===== src/logic/asr_pkg.sv =====
// Package of constants for the asynchronous SRAM host controller
package asr_pkg;
  // ==========================================================
  // Geometry
  localparam int ADDR_W = 18;
  localparam int DATA_W = 16;
  localparam int BYTE_W = 8;
  // ==========================================================
  // Timing in ns (retention recovery in ms) and derived cycles at 40 MHz
  localparam int CLK_PS = 25000;
  localparam int T_CYCLE_NS = 45;
  localparam int T_WP_NS = 35;
  localparam int T_DW_NS = 25;
  localparam int T_ACC_NS = 45;
  localparam int T_HZ_NS = 18;
  localparam int T_OW_NS = 5;
  localparam int T_REC_MS = 5;
  localparam int WP_CYC = (T_WP_NS * 1000 + CLK_PS - 1) / CLK_PS;
  localparam int ACC_CYC = (T_ACC_NS * 1000 + CLK_PS - 1) / CLK_PS + 1;
  localparam int HZ_CYC = (T_HZ_NS * 1000 + CLK_PS - 1) / CLK_PS;
  localparam int CYC_CYC = (T_CYCLE_NS * 1000 + CLK_PS - 1) / CLK_PS;
  localparam int REC_CYC_DEF = T_REC_MS * 1000000 / (CLK_PS / 1000);
  localparam int CNT_W = 20;
  // ==========================================================
  // Controller states, Gray only on IDLE to RD, WR to GAP and GAP to IDLE
  typedef enum logic [2:0] {
    ASR_IDLE = 3'b000,
    ASR_RD = 3'b001,
    ASR_WR = 3'b011,
    ASR_GAP = 3'b010,
    ASR_RET = 3'b110
  } asr_state_e;
endpackage

===== src/logic/asr_host.sv =====
// Host controller driving an asynchronous 256K x 16 static RAM
`timescale 1ns/100ps
module asr_host #(
  parameter int REC_CYC = asr_pkg::REC_CYC_DEF
) (
  // Clock and reset
  input wire logic clk,
  input wire logic reset,
  // User request
  input wire logic reqValid,
  input wire logic reqWrite,
  input wire logic [asr_pkg::ADDR_W-1:0] reqAddr,
  input wire logic [asr_pkg::DATA_W-1:0] reqWdata,
  input wire logic [1:0] reqByteEn,
  input wire logic retainReq,
  output logic reqReady,
  output logic rspValid,
  output logic [asr_pkg::DATA_W-1:0] rspRdata,
  output logic retaining,
  // Memory pins
  output logic [asr_pkg::ADDR_W-1:0] word_address,
  output logic chipSel_n,
  output logic writeStrobe_n,
  output logic outGate_n,
  output logic low_byte_sel_n,
  output logic high_byte_sel_n,
  input wire logic [asr_pkg::DATA_W-1:0] shared_data_lines_in,
  output logic [asr_pkg::DATA_W-1:0] shared_data_lines_out,
  output logic [asr_pkg::DATA_W-1:0] shared_data_lines_oe_n
);
  import asr_pkg::*;

  // ==========================================================
  // State and next values
  asr_state_e state, next_state;
  logic [CNT_W-1:0] cnt, next_cnt;
  logic next_reqReady, next_rspValid, next_retaining;
  logic [DATA_W-1:0] next_rspRdata, next_dout, next_oe_n;
  logic [ADDR_W-1:0] next_addr;
  logic next_cs_n, next_we_n, next_og_n, next_lb_n, next_hb_n;

  always_comb begin
    next_state = state;
    next_cnt = cnt;
    next_reqReady = 1'b0;
    next_rspValid = 1'b0;
    next_retaining = retaining;
    next_rspRdata = rspRdata;
    next_dout = shared_data_lines_out;
    next_oe_n = shared_data_lines_oe_n;
    next_addr = word_address;
    next_cs_n = chipSel_n;
    next_we_n = writeStrobe_n;
    next_og_n = outGate_n;
    next_lb_n = low_byte_sel_n;
    next_hb_n = high_byte_sel_n;
    unique case (state)
      ASR_IDLE: begin
        next_reqReady = 1'b1;
        if (retainReq) begin
          // Deselect before supply drop
          next_cs_n = 1'b1;
          next_lb_n = 1'b1;
          next_hb_n = 1'b1;
          next_retaining = 1'b1;
          next_reqReady = 1'b0;
          next_state = ASR_RET;
        end else if (reqValid && reqReady && reqByteEn != 2'b00) begin
          next_reqReady = 1'b0;
          next_addr = reqAddr;
          next_cs_n = 1'b0;
          next_lb_n = ~reqByteEn[0];
          next_hb_n = ~reqByteEn[1];
          next_cnt = '0;
          if (reqWrite) begin
            // Output gate held off so device never drives
            next_og_n = 1'b1;
            next_we_n = 1'b0;
            next_dout = reqWdata;
            next_oe_n = '0;
            next_state = ASR_WR;
          end else begin
            next_og_n = 1'b0;
            next_state = ASR_RD;
          end
        end
      end
      ASR_RD: begin
        next_cnt = cnt + 1'b1;
        if (cnt == CNT_W'(ACC_CYC - 1)) begin
          next_rspRdata = shared_data_lines_in;
          next_rspValid = 1'b1;
          next_cs_n = 1'b1;
          next_og_n = 1'b1;
          next_lb_n = 1'b1;
          next_hb_n = 1'b1;
          next_cnt = '0;
          next_state = ASR_GAP;
        end
      end
      ASR_WR: begin
        next_cnt = cnt + 1'b1;
        if (cnt == CNT_W'(WP_CYC - 1)) begin
          // End write; address and data held through this edge
          next_we_n = 1'b1;
          next_cs_n = 1'b1;
          next_lb_n = 1'b1;
          next_hb_n = 1'b1;
          next_rspValid = 1'b1;
          next_cnt = '0;
          next_state = ASR_GAP;
        end
      end
      ASR_GAP: begin
        // Release bus and let device outputs fall off
        next_oe_n = '1;
        next_cnt = cnt + 1'b1;
        if (cnt == CNT_W'(HZ_CYC - 1)) begin
          next_cnt = '0;
          next_state = ASR_IDLE;
          next_reqReady = ~retainReq;
        end
      end
      ASR_RET: begin
        if (retainReq) begin
          next_cnt = '0;
        end else begin
          next_cnt = cnt + 1'b1;
          if (cnt == CNT_W'(REC_CYC - 1)) begin
            // Recovery wait done
            next_retaining = 1'b0;
            next_cnt = '0;
            next_state = ASR_IDLE;
          end
        end
      end
      default: next_state = ASR_IDLE;
    endcase
  end

  always_ff @(posedge clk or posedge reset) begin
    if (reset) begin
      state <= ASR_IDLE;
      cnt <= '0;
      reqReady <= 1'b0;
      rspValid <= 1'b0;
      rspRdata <= '0;
      retaining <= 1'b0;
      word_address <= '0;
      chipSel_n <= 1'b1;
      writeStrobe_n <= 1'b1;
      outGate_n <= 1'b1;
      low_byte_sel_n <= 1'b1;
      high_byte_sel_n <= 1'b1;
      shared_data_lines_out <= '0;
      shared_data_lines_oe_n <= '1;
    end else begin
      state <= next_state;
      cnt <= next_cnt;
      reqReady <= next_reqReady;
      rspValid <= next_rspValid;
      rspRdata <= next_rspRdata;
      retaining <= next_retaining;
      word_address <= next_addr;
      chipSel_n <= next_cs_n;
      writeStrobe_n <= next_we_n;
      outGate_n <= next_og_n;
      low_byte_sel_n <= next_lb_n;
      high_byte_sel_n <= next_hb_n;
      shared_data_lines_out <= next_dout;
      shared_data_lines_oe_n <= next_oe_n;
    end
  end

  // ==========================================================
  // Assertions
  no_contention_a: assert property (@(posedge clk) disable iff (reset)
    !((shared_data_lines_oe_n != '1) && !outGate_n))
    else $error("host drives data while output gate active");
  wr_pulse_a: assert property (@(posedge clk) disable iff (reset)
    $fell(writeStrobe_n) |-> !writeStrobe_n [*2])
    else $error("write pulse shorter than 35 ns");
  addr_hold_a: assert property (@(posedge clk) disable iff (reset)
    !writeStrobe_n && !$fell(writeStrobe_n) |-> $stable(word_address))
    else $error("address moved during write");
  data_hold_a: assert property (@(posedge clk) disable iff (reset)
    !writeStrobe_n && !$fell(writeStrobe_n) |-> $stable(shared_data_lines_out))
    else $error("write data moved during write");
  wr_cs_a: assert property (@(posedge clk) disable iff (reset)
    !writeStrobe_n |-> !chipSel_n && !(low_byte_sel_n && high_byte_sel_n))
    else $error("write strobe without select");
  rd_time_a: assert property (@(posedge clk) disable iff (reset)
    $fell(outGate_n) |-> !outGate_n [*3] ##1 rspValid)
    else $error("read sampled too early or late");
  cyc_space_a: assert property (@(posedge clk) disable iff (reset)
    $rose(chipSel_n) |-> chipSel_n [*2])
    else $error("cycles spaced under 45 ns");
  retain_sel_a: assert property (@(posedge clk) disable iff (reset)
    retaining |-> chipSel_n)
    else $error("chip selected during retention");
endmodule


===== config.mk =====
export PLATFORM = sky130hd
export DESIGN_NAME = asr_host
export DESIGN_NICKNAME = d
export VERILOG_FILES = /design/src/logic/asr_pkg.sv /design/src/logic/asr_host.sv
export SDC_FILE = /design/constraint.sdc
export NUM_CORES = 1
export LEC_CHECK = 0
export BUFFER_PORTS_ARGS = -buffer_cell sky130_fd_sc_hd__buf_2
export CORE_MARGIN = 10
export CORE_UTILIZATION = 45
export DETAILED_ROUTE_END_ITERATION = 8
export PLACE_DENSITY_LB_ADDON = 0.25
export RECOVER_POWER = 100
export SLEW_MARGIN = 20
export SYNTH_ARGS = -nofsm -noshare
export SYNTH_HDL_FRONTEND = slang
export SYNTH_SLANG_ARGS = --single-unit
export TNS_END_PERCENT = 10

===== constraint.sdc =====
create_clock -name clk -period 3.05 [get_ports clk]
set_input_delay 0 -clock clk [delete_from_list [all_inputs] [get_ports clk]]
set_output_delay 0 -clock clk [all_outputs]
set_load 0.05 [all_outputs]

* Word level (Yosys, flattened, before mapping)
Cells that the tools add are included.
Storage, ports and cells: latch bits 0, output and inout bits 74, bits in registers 97, input bits 57, ROM bits 0, memories kept 0, logic and storage cells 107, RAM bits 0
Operators by class: div/mod/pow operators 0, multiply operators 0, shifts and indexed selects 0, mux-type cells 51, add/sub/neg operators 1, eq/ne operators 17, $lt $le $gt $ge 0, bitwise operators 3, reduce and logical (&&, ||, !) cells 21
Operators by type and width (count):
- 20-bit two-way mux | 7
- 20-bit case mux with 5 select lines | 1
- 16-bit two-way mux | 3
- 16-bit case mux with 2 select lines | 1
- 1-bit two-way mux | 22
- 3-bit two-way mux | 7
- 20-bit by 1-bit adder with 20-bit output, second input constant | 1
- 20-bit by 1-bit equality test with 1-bit output, second input constant | 1
- 20-bit by 18-bit equality test with 1-bit output, second input constant | 1
- 20-bit by 2-bit equality test with 1-bit output, second input constant | 1
- 20-bit logical NOT | 1
- 4-bit AND reduction | 5
- 2-bit != test, second input constant | 9
- 3-bit case mux with 5 select lines | 1
- 1-bit case mux with 2 select lines | 5
- 2-bit nonzero test | 5
- 1-bit case mux with 3 select lines | 3
- 3-bit by 2-bit equality test with 1-bit output, second input constant | 2
- 3-bit AND reduction | 2
- 6-bit AND reduction | 1
- 5-bit AND reduction | 1
- 5-bit nonzero test | 1
- 3-bit by 1-bit equality test with 1-bit output, second input constant | 1
- 3-bit equality test, second input constant | 1
- 7 further kinds | 10

* Longest topological paths before layout
Gate-level depths: netlist of the first run.
word-level depth 5, depth in mapped cells 8, gate-level depth less buffers 7

* Worst setup path after synthesis of the first run
Ideal clock, no wire load.
kind reg2reg, from register cnt[12], to register rspRdata[0] (netlist name), cell stages (with the launch flop) 8, path buffers 1, arrival 2.131 ns, data required time 2.925 ns, period minus slack after synthesis 2.256 ns, slack 0.794 ns, setup time 0.125 ns, cells stage by stage dfrtp_1 nor4_2 nand3_1 nor4_4 nand3_2 nor2_2 buf_6 mux2_2
On the way: longest elaborated chain between the ends 2
RTL lines:
- from (decl) | line asr_host.sv:36 | logic [CNT_W-1:0] cnt, next_cnt;
- from (signal assigned) | line asr_host.sv:159 | cnt <= next_cnt;
- 20-bit by 2-bit equality test with 1-bit output | line asr_host.sv:90 | if (cnt == CNT_W'(ACC_CYC - 1)) begin
- 2-bit AND reduction (no source line)
- to (signal assigned) | line asr_host.sv:162 | rspRdata <= next_rspRdata;
- to (decl) | line asr_host.sv:18 | output logic [asr_pkg::DATA_W-1:0] rspRdata,
Every way passes these cells. A chain may end at the register's enable or synchronous reset.

* Worst setup path after layout of the first run
from register cnt[12], to register cnt[4]
On the way: longest elaborated chain between the ends 4, elaborated cells between the ends (all ways) 10, classes of those cells eq/ne: 3; mux: 6; reduce/logical: 1
RTL lines:
- 20-bit by 18-bit equality test with 1-bit output | line asr_host.sv:129 | if (cnt == CNT_W'(REC_CYC - 1)) begin
- 20-bit two-way mux | line asr_host.sv:129
- 20-bit two-way mux | line asr_host.sv:125 | if (retainReq) begin
- 20-bit case mux with 5 select lines (*) | line asr_host.sv:57 | unique case (state)
Every way passes the cells marked *; elsewhere a longest branch is shown, timed or not.

==> results of run 1 <==
[cells in the final DEF, fill, tap and decap left out, types with 5 or more instances in the layout]
master and count:
inv_1 9, o211ai_1 6, xor2_1 5, buf_2 56, nor2_1 32, clkbuf_1 76, buf_4 5, nand2_1 83
dfstp_2 6, a21oi_1 6, nor3_1 7, dfrtp_1 76, nor4_1 6, mux2_2 31, o21ai_0 12, clkbuf_8 9
dlygate4sd3_1 55, nand3_1 9
[metal layers]
layer | part of all wire (%) | up-vias
met2 | 48 | 99
li1 | - | 1624
met3 | 5.5 | 13
met4 | 1.4 | 0
met1 | 45 | 1572
met5 | 0 | -
[flip-flops by register name, indices dropped and copies added, names as in the netlist, 3 cells and up]
signal and flops:
cnt 20, rspRdata 16, shared_data_lines_out 16, state 3, word_address 18
[layout make-up]
type                    instances  area, sq um
diodes                          1        2.502
clock buffers                  10        127.6
clock inverters                 6        90.09
fillers                       713         3148
inverters                       9        33.78
multi-input cells             258         1593
flip-flops and latches         82         2059
well taps                     105        131.4
repair buffers                192         1155
[worst register-to-register path: cells and delay by family (launching register included)]
| kind | cells | cell delay, ns |
|---|---|---|
| compound gates | 1 | 0.42 |
| buf+inv | 1 | 0.22 |
| simple gates | 5 | 1.55 |
| flops | 1 | 0.43 |
[per-stage QoR]
step                hold slack, ns  util (%)  instances  instance area, sq um  setup WS (ns)
floorplan                  0.07149         -        379                  3921         0.7941
global placement            0.1882     54.47        591                  4543         0.5601
detailed placement          0.1951     54.47        591                  4543         0.4876
CTS                         0.2026     63.68        662                  5311         0.4695
global route                0.2374     62.23        662                  5190         0.1537
finish                      0.2365     62.26        663                  5192         0.3365
[final timing paths]
check	start	end	cells past startpoint
setup / recovery	cnt[12]	cnt[4]	7
hold / removal	reqValid	reqReady	5
setup reg to reg	cnt[12]	cnt[4]	7
hold reg to reg	chipSel_n	chipSel_n	2
max in group asynchronous	reset	writeStrobe_n	4
min in group asynchronous	reset	shared_data_lines_out[14]	3
[kinds of logic (layout without fill, tap and decap cells)]
| family | count (synthesis) | count (layout) |
|---|---|---|
| AOI/OAI and AO/OA | 44 | 44 |
| muxes | 32 | 32 |
| adders and majority gates | 4 | 4 |
| DFF | 82 | 82 |
| xor gates and xnor gates | 9 | 9 |
| and+or+nand+nor | 169 | 169 |
| buffers and inverters | 39 | 217 |
| other | 0 | 1 |
[power breakdown]
group / switching [mW] / total, mW / internal, mW
Clock: 0.407 / 0.871 / 0.465
Sequential: 0.205 / 1.60 / 1.40
Combinational: 1.68 / 2.23 / 0.558
==> reports/qor.yml, run 1 <==
drv_cap: 1
synth_edf_count: 0
io_pins: 131
synthArstFlopShare_pct: 100.0
cts_tree: "built"
synth_most_common_cell: "nand2_1"
cts_hold_buf: 55
yosys.area.top_type: "dfrtp_1"
dp_hpwl_um: 7172
ys_seq_elements: 82
cts_buffers: 9
synth.mux.area_fraction_pct: 9.190
setup_violations: 0
endpoint_kind: "flip-flop"
gr-max-usage-layer: "met2"
met3_usage_pct: 4.015
critPathArrivalTime_ns: 2.94
grtUsageTotal_pct: 16.43
yosys.area_share.xor_xnor_pct: 2.010
tns_ns: 0
failed_checks: "max-capacitance violations, max-slew violations"
max_freq_mhz: 368.5
cts_buffer_depth: 2
use_met1_pct: 20.53
worst_slew_pin_slew_ns: 2.194
rows: 33
cts_resized: 0
antenna_found_initial: 0
layout-drive-gt1-share_pct: 23.34
relSlewSlack_pct: -46.43
avgSynthCellArea_sq_um: 10.35
vias_per_cell: 4.989
period_share_pct: 88.97
grt_max_degree: 60
synth_area_leaders: "dfrtp_1 49%, mux2_2 9.2%, nand2_1 7.9%"
finalMaxSlewViolations: 60
total_leakage_power_nw: 2.479
ant_nets: 0
synthAdderAreaFrac_pct: 1.276
syn2layout_area_growth_pct: 32.42
port_buffers: 130
clock_latency_ns: 0.34
required_ns: 3.28
seq_area_frac_synth_pct: 52.52
grt_pass1_wl_um: 17660
die_x_um: 113.4
worstHoldPathType: "input port to flip-flop"
fin_crit_ns: 2.713
synth_area_sq_um: 3921
syn_nets: 440
cts-root-buf: "clkbuf_8"
fin_worst_skew_ns: 0.009880
vias: 3308
drt_wl_total_um: 10670
die_h_um: 113.4
cts.sinks: 82
first_global_vias: 3418
p_total_mw: 4.706
hold_viol: 0
syn_inst: 379
post_cts_buffers: 0
path_cells: "nor4_1 -> nand3_1 -> or4_1 -> a32o_1 -> nor3_2 -> buf_4 -> nor3_1"
die_area_sq_um: 12850
irDropWorstVdd_mv: 0.3323
crit_path_top_delay_cell: "or4_1"
status: "finished, violations left"
synth_flop_cell: "dfrtp_1"
yosysWarnings: 0
met2_usage_pct: 26.88
synth_cell_type_count: 57
worst_path_largest_cell_delay_ns: 0.63
grt-ovfl-total: 0
drc: 0
clkTransAtPathRegs_ns: 0.09
fp.coreArea_sq_um: 8341
synth_top_family_by_area: "simple AND/OR/NAND/NOR gates"
path_class: "flip-flop to flip-flop"
initial_core_util_pct: 47.01
yosys.area.top_type_share_pct: 48.50
r2r_slack_ns: 0.34
critPathTopFamily: "simple AND/OR/NAND/NOR gates"
routedWlPerCell_um: 16.09
place_congestion: 0.8344
synth_compound_area_share_pct: 7.594
synth-simple-area-share_pct: 21.09
htreeDepth: 3
drtIter0Drc: 281
dr.pass1.iters: 4
power_density_nw_per_um2: 906.3
cp_max_fo: 9
nets: 613
rsz0062_at_grt: "false"
crit_buf_inv: 1
synthTopCellsByCount: "83 x nand2_1, 76 x dfrtp_1, 32 x mux2_2, 32 x nor2_1, 19 x buf_4"
startpoint_type: "flip-flop"
Note: power is estimated with default switching activity, not from simulation.
==> run 2, diff against run 1 <==
--- a/config.mk
+++ b/config.mk
@@ -5,9 +5,13 @@
 export SDC_FILE = /design/constraint.sdc
 export NUM_CORES = 1
 export LEC_CHECK = 0
+export ABC_AREA = 1
 export BUFFER_PORTS_ARGS = -buffer_cell sky130_fd_sc_hd__buf_2
+export CELL_PAD_IN_SITES_DETAIL_PLACEMENT = 0
+export CELL_PAD_IN_SITES_GLOBAL_PLACEMENT = 1
+export CORE_ASPECT_RATIO = 0.7
 export CORE_MARGIN = 10
-export CORE_UTILIZATION = 45
+export CORE_UTILIZATION = 37
 export DETAILED_ROUTE_END_ITERATION = 8
 export PLACE_DENSITY_LB_ADDON = 0.25
 export RECOVER_POWER = 100
==> run 2 against run 1 <==
Compared with the run above:
- the flow still finishes with violations (max-capacitance violations, max-slew violations)
- critical path type unchanged
- non-clock buffer count fell by 4
- sequential share of layout area fell by 2.5 points
- synthesized area rose by 4.7%
- largest cell class unchanged
==> reports/qor.yml, run 2 <==
cts-root-buf: "clkbuf_16"  # was clkbuf_8
yosys.area.top_type: "dfrtp_1"  # unchanged
startpoint_type: "flip-flop"  # unchanged
synth.mux.area_fraction_pct: 4.939  # was 9.190%
synth_top_family_by_area: "simple AND/OR/NAND/NOR gates"  # unchanged
grt_pass1_wl_um: 19960  # was 17660 um
worstHoldEndpoint: "reqReady"  # unchanged
dpl_cell_area_sq_um: 4813  # was 4543 sq um
die_h_um: 108.1  # was 113.4 um
antenna_found_initial: 0  # unchanged
dp_hpwl_um: 8940  # was 7172 um
largest_register_ffs: 20  # unchanged
tns_ns: 0  # unchanged
synth_area_leaders: "dfrtp_1 46%, nand2_1 16%, nor2_1 4.6%"  # was dfrtp_1 49%, mux2_2 9.2%, nand2_1 7.9%
synth-simple-area-share_pct: 29.27  # was 21.09%
cts_resized: 0  # unchanged
cts_buffers: 9  # unchanged
worst_slew_pin_slew_ns: 2.100  # was 2.194 ns
die_area_sq_um: 15770  # was 12850 sq um
path_class: "flip-flop to flip-flop"  # unchanged
critPathArrivalTime_ns: 2.62  # was 2.94 ns
vias: 3807  # was 3308
yosys.area.top_type_share_pct: 46.34  # was 48.50%
grtUsageTotal_pct: 15.53  # was 16.43%
reg2regPathDepth: 7  # unchanged
min-delay-start: "reqValid"  # unchanged
clkTransAtPathRegs_ns: 0.07  # was 0.09 ns
hold_viol: 0  # unchanged
grt-ovfl-total: 0  # unchanged
layout-drive-gt1-share_pct: 14.78  # was 23.34%
failed_checks: "max-capacitance violations, max-slew violations"  # unchanged
initial_core_util_pct: 37.55  # was 47.01%
synth_cell_type_count: 33  # was 57
top_register: "cnt"  # unchanged
cp_max_fo: 22  # was 9
drt_wl_total_um: 12150  # was 10670 um
seq_area_frac_synth_pct: 50.18  # was 52.52%
cts_tree: "built"  # unchanged
top_regs: "cnt (20), word_address (18)"  # unchanged
required_ns: 3.27  # was 3.28 ns
rsz0062_at_grt: "false"  # unchanged
drv_cap: 1  # unchanged
htreeDepth: 3  # unchanged
syn_inst: 488  # was 379
vias_per_cell: 4.626  # was 4.989
port_buffers: 130  # unchanged
setup_violations: 0  # unchanged
synth_edf_count: 0  # unchanged
synthTopCellsByCount: "178 x nand2_1, 76 x dfrtp_1, 50 x nor2_1"  # was 83 x nand2_1, 76 x dfrtp_1, 32 x mux2_2, 32 x nor2_1, 19 x buf_4
yosys.area_share.xor_xnor_pct: 2.348  # was 2.010%
dr.pass1.iters: 4  # unchanged
cts_buffer_depth: 2  # unchanged
first_global_vias: 3852  # was 3418
min_delay_path_depth: 4  # was 5
critical_path.startpoint: "state[1]"  # was cnt[12]
max_freq_mhz: 416.8  # was 368.5 MHz
relSlewSlack_pct: -40.78  # was -46.43%
r2r_slack_ns: 0.65  # was 0.34 ns
layout_common_cells: "180 x nand2_1, 76 x dfrtp_1, 76 x clkbuf_1"  # was 83 x nand2_1, 76 x clkbuf_1, 76 x dfrtp_1
total_leakage_power_nw: 2.688  # was 2.479 nW
rows: 32  # was 33
num_antenna_cells: 0  # was 1
nets: 726  # was 613
worstHoldPathType: "input port to flip-flop"  # unchanged
yosysWarnings: 0  # unchanged
synth_area_sq_um: 4104  # was 3921 sq um
die_x_um: 145.9  # was 113.4 um
synth_most_common_cell: "nand2_1"  # unchanged
synthArstFlopShare_pct: 100.0  # unchanged
ant_nets: 0  # unchanged
place_congestion: 0.8620  # was 0.8344
r2r-end: "word_address[16]"  # was cnt[4]
period_share_pct: 78.66  # was 88.97%
fillCellCount: 1052  # was 713
avgSynthCellArea_sq_um: 8.410  # was 10.35 sq um
syn_nets: 549  # was 440
drtIter0Drc: 271  # was 281
fin_area_sq_um: 5540  # was 5192 sq um
fin_crit_ns: 2.399  # was 2.713 ns
ys_seq_elements: 82  # unchanged
io_pins: 131  # unchanged
status: "finished, violations left"  # unchanged
synthAdderAreaFrac_pct: 1.220  # was 1.276%
endpoint_kind: "flip-flop"  # unchanged
finalMaxSlewViolations: 48  # was 60
synth_flop_cell: "dfrtp_1"  # unchanged
cts_hold_buf: 55  # unchanged
power_density_nw_per_um2: 1023  # was 906.3 nW/um^2
irDropWorstVdd_mv: 0.4827  # was 0.3323 mV
fp.coreArea_sq_um: 10930  # was 8341 sq um
routedWlPerCell_um: 14.76  # was 16.09 um
fin_worst_skew_ns: 0.01089  # was 0.009880 ns
post_cts_buffers: 0  # unchanged
final_common_cell: "nand2_1"  # unchanged
grt_max_degree: 48  # was 60
syn2layout_area_growth_pct: 35.00  # was 32.42%
r2r_start: "state[1]"  # was cnt[12]
clock_latency_ns: 0.34  # about the same
synth_compound_area_share_pct: 4.756  # was 7.594%
cts.sinks: 82  # unchanged
drc: 0  # unchanged
==> run 2: power by group <==
group / internal, mW / switching, mW / total (mW)
Clock: 0.666 / 0.470 / 1.14
Sequential: 1.49 / 0.267 / 1.76
Combinational: 0.564 / 2.21 / 2.77
==> run 2: cell families (layout without fill, tap and decap cells) <==
| kind of cell | count (synthesis) | after routing |
|---|---|---|
| AND/OR/NAND/NOR | 282 | 282 |
| flip-flops | 82 | 82 |
| buffers and inverters | 60 | 242 |
| AO/OA/AOI/OAI | 31 | 31 |
| multiplexers | 18 | 18 |
| XOR/XNOR | 11 | 11 |
| adder cells (fa/ha/maj) | 4 | 4 |
==> run 2: worst max path at each step <==
stage          slack (ns)               end  cells past startpoint
2_1_floorplan        0.95            cnt[0]                      1
3_3_place_gp         1.04       rspRdata[3]                      6
3_5_place_dp         0.96      rspRdata[13]                      6
4_1_cts              0.98      rspRdata[13]                      6
5_1_grt              0.42           cnt[10]                      9
6_report             0.65  word_address[16]                      7
==> run 2: through the flow <==
| stage | hold slack, ns | instances | power (mW) | setup slack, ns | utilization (%) |
|---|---|---|---|---|---|
| global route | 0.05494 | 823 | 6.008 | 0.4169 | 50.69 |
| finish | 0.01744 | 823 | 5.665 | 0.6509 | 50.69 |
| global placement | 0.1639 | 752 | 4.616 | 1.042 | 44.04 |
| detailed placement | 0.1638 | 752 | 4.640 | 0.9566 | 44.04 |
| CTS | 0.01983 | 823 | 5.850 | 0.9754 | 51.93 |
| floorplan | 0.05117 | 488 | 3.961 | 0.9515 | - |
==> run 2: area by class of cell <==
type                            instances  area (sq um)  share of cell area (%)
Clock buffer                           10         239.0                   4.313
Clock inverter                          6         73.82                   1.332
Inverter                               38         143.9                   2.597
Sequential cell                        82          2059                   37.17
Multi-Input combinational cell        346          1707                   30.80
Tap cell                              153         191.4                   3.455
Timing Repair Buffer                  188          1126                   20.33
==> run 2: worst max-delay path, cell delays in order, from the launching register on <==
cell and delay (ns):
dfrtp_1 0.45, inv_1 0.12, nand3_1 0.15, clkinv_1 0.10
nand2_2 0.07, nor2_1 0.09, clkbuf_1 0.87, mux2_2 0.42
==> run 2: metal layers <==
metal	wire length [um]	GRT usage (%)	share of wire, %
met1	5802	20.70	48
met2	5210	23.45	43
met3	1059	5.885	8.7
met4	73	3.669	0.60
met5	0	0	0
